$ cat src/common/bbt_pkg.sv
package bbt_pkg;
    // Region bases and bounds
    localparam logic [31:0] BAND_BASE  = 32'h2000_0000;
    localparam logic [31:0] ALIAS_BASE = 32'h2200_0000;
    localparam logic [31:0] ALIAS_LAST = 32'h23FF_FFFC;
    localparam logic [5:0]  ALIAS_TOP  = 6'h08;
    localparam int          BYTE_MUL   = 32;
    localparam int          BIT_MUL    = 4;
    localparam int          BYTE_LSB   = 5;
    localparam int          BYTE_W     = 20;
    localparam int          BIT_LSB    = 2;
    localparam int          BIT_W      = 3;

    // Access size encodings
    localparam logic [1:0] SZ_BYTE = 2'h0;
    localparam logic [1:0] SZ_HALF = 2'h1;
    localparam logic [1:0] SZ_WORD = 2'h2;

    typedef struct packed {
        logic [31:0] addr;
        logic        write;
        logic [1:0]  size;
        logic [31:0] wdata;
        logic        instr;
    } bbt_req_t;

    typedef enum logic [1:0] {
        BBT_IDLE  = 2'b00,
        BBT_PASS  = 2'b01,
        BBT_RD    = 2'b10,
        BBT_WB    = 2'b11
    } bbt_state_t;
endpackage : bbt_pkg

$ cat src/bbt_bridge.sv
`timescale 1ns/1ps
module bbt_bridge (
    // Clock and reset
    input  wire logic             clk_i,
    input  wire logic             resetn_i,
    // Processor side
    input  wire logic             cpu_valid_i,
    input  wire bbt_pkg::bbt_req_t cpu_req_i,
    output logic                  cpu_ready_o,
    output logic                  cpu_done_o,
    output logic [31:0]           cpu_rdata_o,
    // Memory side
    output logic                  mem_valid_o,
    output bbt_pkg::bbt_req_t     mem_req_o,
    output logic                  mem_lock_o,
    input  wire logic             mem_ready_i,
    input  wire logic             mem_done_i,
    input  wire logic [31:0]      mem_rdata_i
);

    bbt_pkg::bbt_state_t state;
    bbt_pkg::bbt_req_t   req;
    logic [2:0]          bit_sel;
    logic                is_alias;
    logic [31:0]         band_addr;
    logic [4:0]          lane_bit;
    logic [31:0]         mask;
    logic [31:0]         next_wdata;

    // Alias window is 0x2200_0000..0x23FF_FFFF; fetches are not remapped
    assign is_alias = (cpu_req_i.addr[31:25] == bbt_pkg::ALIAS_BASE[31:25])
                      && !cpu_req_i.instr;

    // Inverse of base + byte*32 + bit*4
    assign band_addr = bbt_pkg::BAND_BASE
        | {12'h000, req.addr[bbt_pkg::BYTE_LSB +: bbt_pkg::BYTE_W]};
    assign bit_sel = req.addr[bbt_pkg::BIT_LSB +: bbt_pkg::BIT_W];

    // Little-endian lane: byte at offset k occupies bits 8k+7..8k
    assign lane_bit = {band_addr[1:0], bit_sel};
    assign mask = 32'h0000_0001 << lane_bit;
    assign next_wdata = req.wdata[0] ? (mem_rdata_i | mask)
                                     : (mem_rdata_i & ~mask);

    assign cpu_ready_o = (state == bbt_pkg::BBT_IDLE);
    assign mem_valid_o = (state != bbt_pkg::BBT_IDLE);
    assign mem_lock_o  = (state == bbt_pkg::BBT_RD)
                         || (state == bbt_pkg::BBT_WB);

    always_ff @(posedge clk_i or negedge resetn_i) begin
        if (!resetn_i) begin
            state <= bbt_pkg::BBT_IDLE;
        end else begin
            case (state)
                bbt_pkg::BBT_IDLE: begin
                    if (cpu_valid_i) begin
                        state <= is_alias ? bbt_pkg::BBT_RD : bbt_pkg::BBT_PASS;
                    end
                end
                bbt_pkg::BBT_PASS: begin
                    if (mem_done_i) begin
                        state <= bbt_pkg::BBT_IDLE;
                    end
                end
                bbt_pkg::BBT_RD: begin
                    if (mem_done_i) begin
                        state <= req.write ? bbt_pkg::BBT_WB
                                           : bbt_pkg::BBT_IDLE;
                    end
                end
                bbt_pkg::BBT_WB: begin
                    if (mem_done_i) begin
                        state <= bbt_pkg::BBT_IDLE;
                    end
                end
                default: state <= bbt_pkg::BBT_IDLE;
            endcase
        end
    end

    always_ff @(posedge clk_i or negedge resetn_i) begin
        if (!resetn_i) begin
            req <= '0;
        end else if (state == bbt_pkg::BBT_IDLE && cpu_valid_i) begin
            req <= cpu_req_i;
        end
    end

    // Memory request: alias accesses keep size, address goes to band byte
    always_ff @(posedge clk_i or negedge resetn_i) begin
        if (!resetn_i) begin
            mem_req_o <= '0;
        end else if (state == bbt_pkg::BBT_IDLE && cpu_valid_i) begin
            mem_req_o <= cpu_req_i;
            if (is_alias) begin
                mem_req_o.addr  <= bbt_pkg::BAND_BASE
                    | {12'h000, cpu_req_i.addr[bbt_pkg::BYTE_LSB +:
                                               bbt_pkg::BYTE_W]};
                mem_req_o.write <= 1'b0;
                mem_req_o.size  <= cpu_req_i.size;
            end
        end else if (state == bbt_pkg::BBT_RD && mem_done_i && req.write) begin
            mem_req_o.write <= 1'b1;
            mem_req_o.wdata <= next_wdata;
        end
    end

    always_ff @(posedge clk_i or negedge resetn_i) begin
        if (!resetn_i) begin
            cpu_done_o  <= 1'b0;
            cpu_rdata_o <= 32'h0000_0000;
        end else begin
            cpu_done_o <= 1'b0;
            if (mem_done_i && state == bbt_pkg::BBT_PASS) begin
                cpu_done_o  <= 1'b1;
                cpu_rdata_o <= mem_rdata_i;
            end else if (mem_done_i && state == bbt_pkg::BBT_RD
                         && !req.write) begin
                cpu_done_o  <= 1'b1;
                cpu_rdata_o <= {31'h0, mem_rdata_i[lane_bit]};
            end else if (mem_done_i && state == bbt_pkg::BBT_WB) begin
                cpu_done_o  <= 1'b1;
                cpu_rdata_o <= 32'h0000_0000;
            end
        end
    end

    // Checks
    a_read_value: assert property (
        @(posedge clk_i) disable iff (!resetn_i)
        cpu_done_o && $past(state) == bbt_pkg::BBT_RD |->
        cpu_rdata_o[31:1] == 31'h0)
        else $error("alias read returned more than bit 0");

    a_lock_held: assert property (
        @(posedge clk_i) disable iff (!resetn_i)
        state == bbt_pkg::BBT_RD && mem_done_i && req.write |=>
        mem_lock_o && state == bbt_pkg::BBT_WB)
        else $error("lock dropped between read and write-back");

    a_wb_one_bit: assert property (
        @(posedge clk_i) disable iff (!resetn_i)
        state == bbt_pkg::BBT_RD && mem_done_i && req.write |=>
        ((mem_req_o.wdata ^ $past(mem_rdata_i))
         & ~(32'h0000_0001 << $past(req.addr[6:2]))) == 32'h0000_0000)
        else $error("write-back touched other bits");

    a_wb_bit_val: assert property (
        @(posedge clk_i) disable iff (!resetn_i)
        state == bbt_pkg::BBT_RD && mem_done_i && req.write |=>
        mem_req_o.wdata[$past(req.addr[6:2])] == $past(req.wdata[0]))
        else $error("target bit not taken from data bit 0");

    a_alias_addr: assert property (
        @(posedge clk_i) disable iff (!resetn_i)
        state == bbt_pkg::BBT_IDLE && cpu_valid_i && is_alias |=>
        mem_req_o.addr[31:20] == bbt_pkg::BAND_BASE[31:20]
        && mem_req_o.addr[19:0] == $past(cpu_req_i.addr[24:5]))
        else $error("alias address mistranslated");

    a_size_kept: assert property (
        @(posedge clk_i) disable iff (!resetn_i)
        state == bbt_pkg::BBT_IDLE && cpu_valid_i |=>
        mem_req_o.size == $past(cpu_req_i.size))
        else $error("access size changed");

    a_fetch_pass: assert property (
        @(posedge clk_i) disable iff (!resetn_i)
        state == bbt_pkg::BBT_IDLE && cpu_valid_i && cpu_req_i.instr |=>
        state == bbt_pkg::BBT_PASS
        && mem_req_o.addr == $past(cpu_req_i.addr))
        else $error("instruction fetch remapped");

    a_bit_range: assert property (
        @(posedge clk_i) disable iff (!resetn_i)
        cpu_done_o && $past(state) == bbt_pkg::BBT_RD |->
        cpu_rdata_o == (($past(mem_rdata_i) >> $past(req.addr[6:2]))
                        & 32'h0000_0001))
        else $error("alias read took the wrong byte lane or bit");

    a_req_stands: assert property (
        @(posedge clk_i) disable iff (!resetn_i)
        mem_valid_o && !mem_done_i |=>
        mem_valid_o && $stable(mem_req_o))
        else $error("memory request changed before it was answered");

    a_lock_stays: assert property (
        @(posedge clk_i) disable iff (!resetn_i)
        mem_lock_o && !mem_done_i |=> mem_lock_o)
        else $error("lock dropped before the memory answered");

    a_read_first: assert property (
        @(posedge clk_i) disable iff (!resetn_i)
        state == bbt_pkg::BBT_IDLE && cpu_valid_i && is_alias |=>
        mem_lock_o && !mem_req_o.write)
        else $error("alias access did not start with a read");

    a_wb_write: assert property (
        @(posedge clk_i) disable iff (!resetn_i)
        state == bbt_pkg::BBT_RD && mem_done_i && req.write |=>
        mem_req_o.write && $stable(mem_req_o.addr)
        && $stable(mem_req_o.size))
        else $error("write-back not aimed at the location read");

    a_base_map: assert property (
        @(posedge clk_i) disable iff (!resetn_i)
        state == bbt_pkg::BBT_IDLE && cpu_valid_i && is_alias
        && cpu_req_i.addr[24:2] == 23'h00_0000 |=>
        mem_req_o.addr == bbt_pkg::BAND_BASE)
        else $error("lowest alias word not at first band byte");

    a_top_map: assert property (
        @(posedge clk_i) disable iff (!resetn_i)
        state == bbt_pkg::BBT_IDLE && cpu_valid_i && is_alias
        && cpu_req_i.addr[24:2] == 23'h7F_FFFF |=>
        mem_req_o.addr == (bbt_pkg::BAND_BASE | 32'h000F_FFFF))
        else $error("highest alias word not at last band byte");

    a_alias_bound: assert property (
        @(posedge clk_i) disable iff (!resetn_i)
        cpu_valid_i && is_alias |->
        cpu_req_i.addr >= bbt_pkg::ALIAS_BASE
        && cpu_req_i.addr[31:2] <= bbt_pkg::ALIAS_LAST[31:2])
        else $error("alias decoded outside the alias window");

endmodule : bbt_bridge

$ cat config.mk
export PLATFORM = sky130hd
export DESIGN_NAME = bbt_bridge
export DESIGN_NICKNAME = d
export VERILOG_FILES = /design/src/common/bbt_pkg.sv /design/src/bbt_bridge.sv
export SDC_FILE = /design/constraint.sdc
export NUM_CORES = 1
export LEC_CHECK = 0
export BUFFER_PORTS_ARGS = -buffer_cell sky130_fd_sc_hd__buf_2
export CORE_ASPECT_RATIO = 1.2
export CORE_UTILIZATION = 50
export CTS_BUF_LIST = sky130_fd_sc_hd__clkbuf_16
export DETAILED_ROUTE_END_ITERATION = 8
export MAX_ROUTING_LAYER = met4
export PLACE_DENSITY = 0.81
export SYNTH_ARGS = -nofsm -noshare
export SYNTH_HDL_FRONTEND = slang
export SYNTH_SLANG_ARGS = --single-unit
$ cat constraint.sdc
create_clock -name clk_i -period 1.7 [get_ports clk_i]
set_input_delay 0.425 -clock clk_i [delete_from_list [all_inputs] [get_ports clk_i]]
set_output_delay 0.425 -clock clk_i [all_outputs]
set_load 0.005 [all_outputs]
After elaboration in Yosys (flattened, before gate mapping)
Cells that the tools add are included.
W data, S select, Z words.
Storage, ports and cells
  register bits after elaboration: 112
  word-level logic and storage cells: 59
  input bits: 105
Cells by class
  eq/ne operators: 7
  magnitude comparators: 1
  bitwise operators: 3
  reductions and logical operators: 16
  shift operators: 1
  muxes and demuxes: 20
Operators by type and width (number)
  $mux W32: 6
  $mux W35: 1
  $and A32 B32 Y32: 1
  $not A32 Y32: 1
  $or A32 B32 Y32: 1
  $shl A1 B5 Y32 const A: 1
  $mux W2: 5
  $eq A7 B5 Y1 const B: 1
  $logic_and A1 B1 Y1: 7
  $lt A5 B6 Y1 const B: 1
  $mux W1: 6
  $pmux W2 S3: 1
  $bmux W1 S5: 1
  $eq A2 B2 Y1 const B: 2
  $ne A2 B2 Y1 const B: 2
  $reduce_bool A2 Y1: 2
  $reduce_and A3 Y1: 1
  $reduce_bool A3 Y1: 1
  $eq A2 B1 Y1 const B: 1
  $logic_not A1 Y1: 2
  $logic_not A2 Y1: 1
  $ne A2 B1 Y1 const B: 1
  $reduce_or A2 Y1: 1
  $logic_or A1 B1 Y1: 1

Depth between registers and ports, before layout
  depth in word-level cells: 6
  depth in mapped cells: 7
  gate-level depth less buffers: 5

Worst setup path before layout
OpenSTA, ideal clock, no wires.
  path type: input to register
  from: in cpu_req_i[67] (netlist bit)
  to: reg mem_req_o[47] (netlist bit)
  slack: 0.140 ns
  stages: 5
  arrival time: 1.428 ns
  path through: nor4b_2 > nand2_2 > buf_2 > mux2i_1 > o21ai_1
Between the ends
  longest elaborated chain between the ends: 3
RTL lines
  start: declaration: line bbt_bridge.sv:8  | input wire bbt_pkg::bbt_req_t cpu_req_i,
  $eq A7 B5 Y1: line bbt_bridge.sv:31  | assign is_alias = (cpu_req_i.addr[31:25] == bbt_pkg::ALIAS_BASE[31:25])
  $logic_and A1 B1 Y1: line bbt_bridge.sv:32  | && !cpu_req_i.instr;
  $mux W35: line bbt_bridge.sv:95  | if (is_alias) begin
  end signal: assignment: line bbt_bridge.sv:94  | mem_req_o <= cpu_req_i;
  end: declaration: line bbt_bridge.sv:14  | output bbt_pkg::bbt_req_t mem_req_o,
No other way between the ends.
A chain may end at the register's enable or synchronous reset.

Final worst setup path
  from: reg req, in the netlist bit_sel[1]
  to: reg mem_req_o[15] (netlist bit)
Between the ends
  longest elaborated chain between the ends: 6
  elaborated cells on any way between the ends: 7
RTL lines
  start: declaration: line bbt_bridge.sv:22  | bbt_pkg::bbt_req_t req;
  start signal: assignment: line bbt_bridge.sv:85  | req <= cpu_req_i;
  $shl A1 B5 Y32 (*): line bbt_bridge.sv:41  | assign mask = 32'h0000_0001 << lane_bit;
  $not A32 Y32: line bbt_bridge.sv:43  | : (mem_rdata_i & ~mask);
  $and A32 B32 Y32: line bbt_bridge.sv:43
  $mux W32 (*): line bbt_bridge.sv:42  | assign next_wdata = req.wdata[0] ? (mem_rdata_i | mask)
  $mux W32 (*): line bbt_bridge.sv:102  | end else if (state == bbt_pkg::BBT_RD && mem_done_i && req.write) begin
  $mux W32 (*): line bbt_bridge.sv:93  | end else if (state == bbt_pkg::BBT_IDLE && cpu_valid_i) begin
Mark *: on every way between the ends. The rest lies on a longest branch, timed or not. The select of a mux whose other input is x is not followed.

==> impl_metrics.py <==
metrics = {
    "placement": {
        "io_buffers": 207,
        "dpl_worst_slack_ns": -0.128,
        "hpwl_um": 12100,
        "post-place-cells": 883,
        "placement.cell_area_mm2": 0.00697,
        "gp_congestion": 0.906,
    },
    "logic_synthesis": {
        "async_flop_share_pct": 100,
        "ys_ff_latch": 110,
        "synth_top_cell_by_area": "dfrtp_1",
        "synth-edff-count": 0,
        "synth.distinct_cells": 45,
        "synth_ff_type": "dfrtp_1",
        "syn_area_per_cell_um2": 10.0,
        "syn-num-nets": 655,
        "synth-warning-count": 0,
        "yosysSeqAreaShare_pct": 49.9,
        "synth_area_mm2": 0.00551,
        "yosys-top-cells-count": "dfrtp_1 (110), nand2_1 (106), mux2i_1 (39)",
        "ys_top_cells_by_area": "dfrtp_1 (50%), nand2_1 (7.2%), mux2i_1 (7.1%)",
        "synth_cells": 550,
        "synth_top_area_share_pct": 49.9,
        "synth.most_common_cell": "dfrtp_1",
    },
    "sta": {
        "slew_viol_final": 0,
        "layout_setup_ws_ns": 0.0210,
        "rsz0062_at_grt": "true",
        "worst_pin_slew_ns": 0.429,
        "relSlewSlack_pct": 71.0,
        "finalHoldViolations": 0,
        "finalCritPeriodShare_pct": 98.8,
        "post-route-min-period_ns": 1.68,
        "max_freq_mhz": 596,
        "setup_viol_count_final": 0,
        "final.setup_skew_ns": 0.00686,
    },
    "detailed_routing": {
        "post-route-drc-count": 28,
        "ant_nets": 0,
        "wire_per_inst_um": 17.8,
        "vias_per_cell": 5.72,
        "vias": 5175,
        "initialDrtViolationCount": 294,
        "firstDrtPassIters": 7,
        "wirelength_um": 16100,
    },
    "power": {
        "p_leak_nw": 3.91,
        "pwr-share-comb_pct": 35.6,
        "seq_power_share_pct": 41.8,
        "power.total_mw": 9.04,
        "p_int_mw": 6.05,
        "peakVddDrop_mv": 0.638,
        "switchingPower_mw": 2.99,
        "p_sw_share_pct": 33.1,
        "power_density_mw_per_mm2": 1220,
        "p_clk_share_pct": 22.6,
    },
    "global_routing": {
        "grt_pass1_wl_um": 24800,
        "grt_antenna_before_repair": 0,
        "grt_pass1_vias": 5078,
        "grt-ovfl-total": 0,
        "grtUsageTotal_pct": 29.0,
        "grt_max_degree": 59,
    },
    "critical_path": {
        "cp_slowest_cell": "dfrtp_1",
        "end_kind": "flip-flop",
        "critPathTopFamily": "simple AND/OR/NAND/NOR gates",
        "critPathMaxStageDelay_ns": 0.39,
        "path_depth": 6,
        "path_buf_inv": 1,
        "worstRegToRegCells": 6,
        "rr_startpoint": "bit_sel[1]",
        "reg2reg_to": "mem_req_o[15]",
        "worstPathCellList": "buf_4 -> nor3b_4 -> nand3_1 -> mux2i_1 -> a211oi_1 -> a21o_1",
        "worstPathRequired_ns": 1.99,
        "cp_max_fo": 8,
        "critical_path_class": "reg -> reg",
        "critPathLaunchType": "flip-flop",
        "cp_data_arrival_time_ns": 1.97,
        "reg2reg_slack_ns": 0.02,
    },
    "die": {
        "core_area_mm2": 0.0106,
        "die_h_um": 117,
        "initial_core_util_pct": 51.9,
        "die_x_um": 97.8,
        "num_io_pins": 209,
        "num_rows": 41,
        "dieArea_mm2": 0.0114,
    },
    "cts": {
        "cts_buffers": 9,
        "clk_latency_ns": 0.35,
        "ctsLongestPathBuffers": 2,
        "worst_setup_hold_path_clk_slew_ns": 0.07,
        "tritoncts": "built",
        "clock_sinks": 110,
        "htreeDepth": 3,
        "ctsRootBufferMaster": "clkbuf_16",
    },
    "cells_and_area": {
        "layout-drive-gt1-share_pct": 38.8,
        "fin_util_pct": 69.5,
        "instances_no_fill": 905,
        "antenna_cells": 0,
        "final_area_mm2": 0.00738,
        "area_growth_pct": 33.9,
        "fin_nets": 877,
    },
    "hold_path": {
        "min_to": "mem_req_o[33]",
        "hp-start": "cpu_req_i[33]",
        "min_path_cells": 3,
        "hp-class": "in -> reg",
    },
    "status": {
        "failed_checks": "design-rule violations",
        "outcome": "complete, but fails checks",
    },
    "job": {
        "cap_violations": 0,
    },
}
cell type report:
cell class,instances,area (µm²)
clock buffers,9,225
clock inverters,6,56.3
flip-flops and latches,110,2760
multi-input cells,387,2580
inverters,5,18.8
repair buffers,259,1590
well taps,129,161
fillers,826,3240
cells in the final DEF (no fill, tap or decap), types with 15 or more instances in the layout:
cell type	count
a22o_1	31
a311oi_1	15
buf_2	206
buf_4	39
dfrtp_1	106
mux2i_1	39
nand2_1	105
nor2_1	37
o21ai_0	25
o31ai_1	20
kinds of logic after synthesis:
logic type             after synthesis  synth area share, %
AO/OA/AOI/OAI                      156                 20.7
buffers and inverters               53                 4.52
flip-flops                         110                 49.9
multiplexers                        44                 8.72
AND/OR/NAND/NOR                    187                 16.1
how the worst max path moves through the flow:
stage	from	end
3_5_place_dp	mem_done_i	cpu_rdata_o[0]
2_1_floorplan	cpu_req_i[67]	mem_req_o[47]
5_1_grt	bit_sel[1]	mem_req_o[15]
4_1_cts	band_addr[0]	mem_req_o[28]
3_3_place_gp	mem_done_i	cpu_rdata_o[0]
6_report	bit_sel[1]	mem_req_o[15]
power by group through the flow:
stage | clock, mW | sequential, mW | combinational (mW)
final | 2.04 | 3.78 | 3.22
after global routing | 2.16 | 3.86 | 3.53
after CTS | 2.07 | 3.78 | 3.11
after detailed placement | 0 | 3.82 | 3.08
after global placement | 0 | 3.78 | 2.97
after floorplan | 0 | 3.80 | 1.52
per-stage QoR:
stage	hold slack (ns)	TNS, ns
CTS	0.270	0
global route	0.294	-0.193
global placement	0.259	-0.0530
finish	0.272	0
detailed placement	0.261	-0.139
floorplan	0.129	0
timing repair:
action	CTS	global route
endpoints found under the setup margin	4	23
resized for setup	5	10
hold buffers	1	0
pin swaps	0	1
hold endpoints to repair	5	0
cloned	0	0
setup buffers	0	6
per-layer routing:
layer	part of all wire (%)	routed length, µm	track usage, %
met5	0	0	-
met4	4.8	776	16.5
met3	5.5	893	4.04
met2	51	8220	50.0
met1	39	6220	32.9
worst reg2reg max path, cell delays in order (launching register included):
cell      delay [ns]
dfrtp_1         0.39
buf_4           0.22
nor3b_4         0.32
nand3_1         0.16
mux2i_1         0.16
a211oi_1        0.27
a21o_1          0.11
state kept, by name (all words and copies together), names as in the netlist:
| register | cells |
|---|---|
| req | 2 |
| bit_sel | 3 |
| band_addr | 2 |
| cpu_done_o | 1 |
| cpu_rdata_o | 32 |
| state | 2 |
| mem_req_o | 68 |
(Power assumes the default switching activity.)
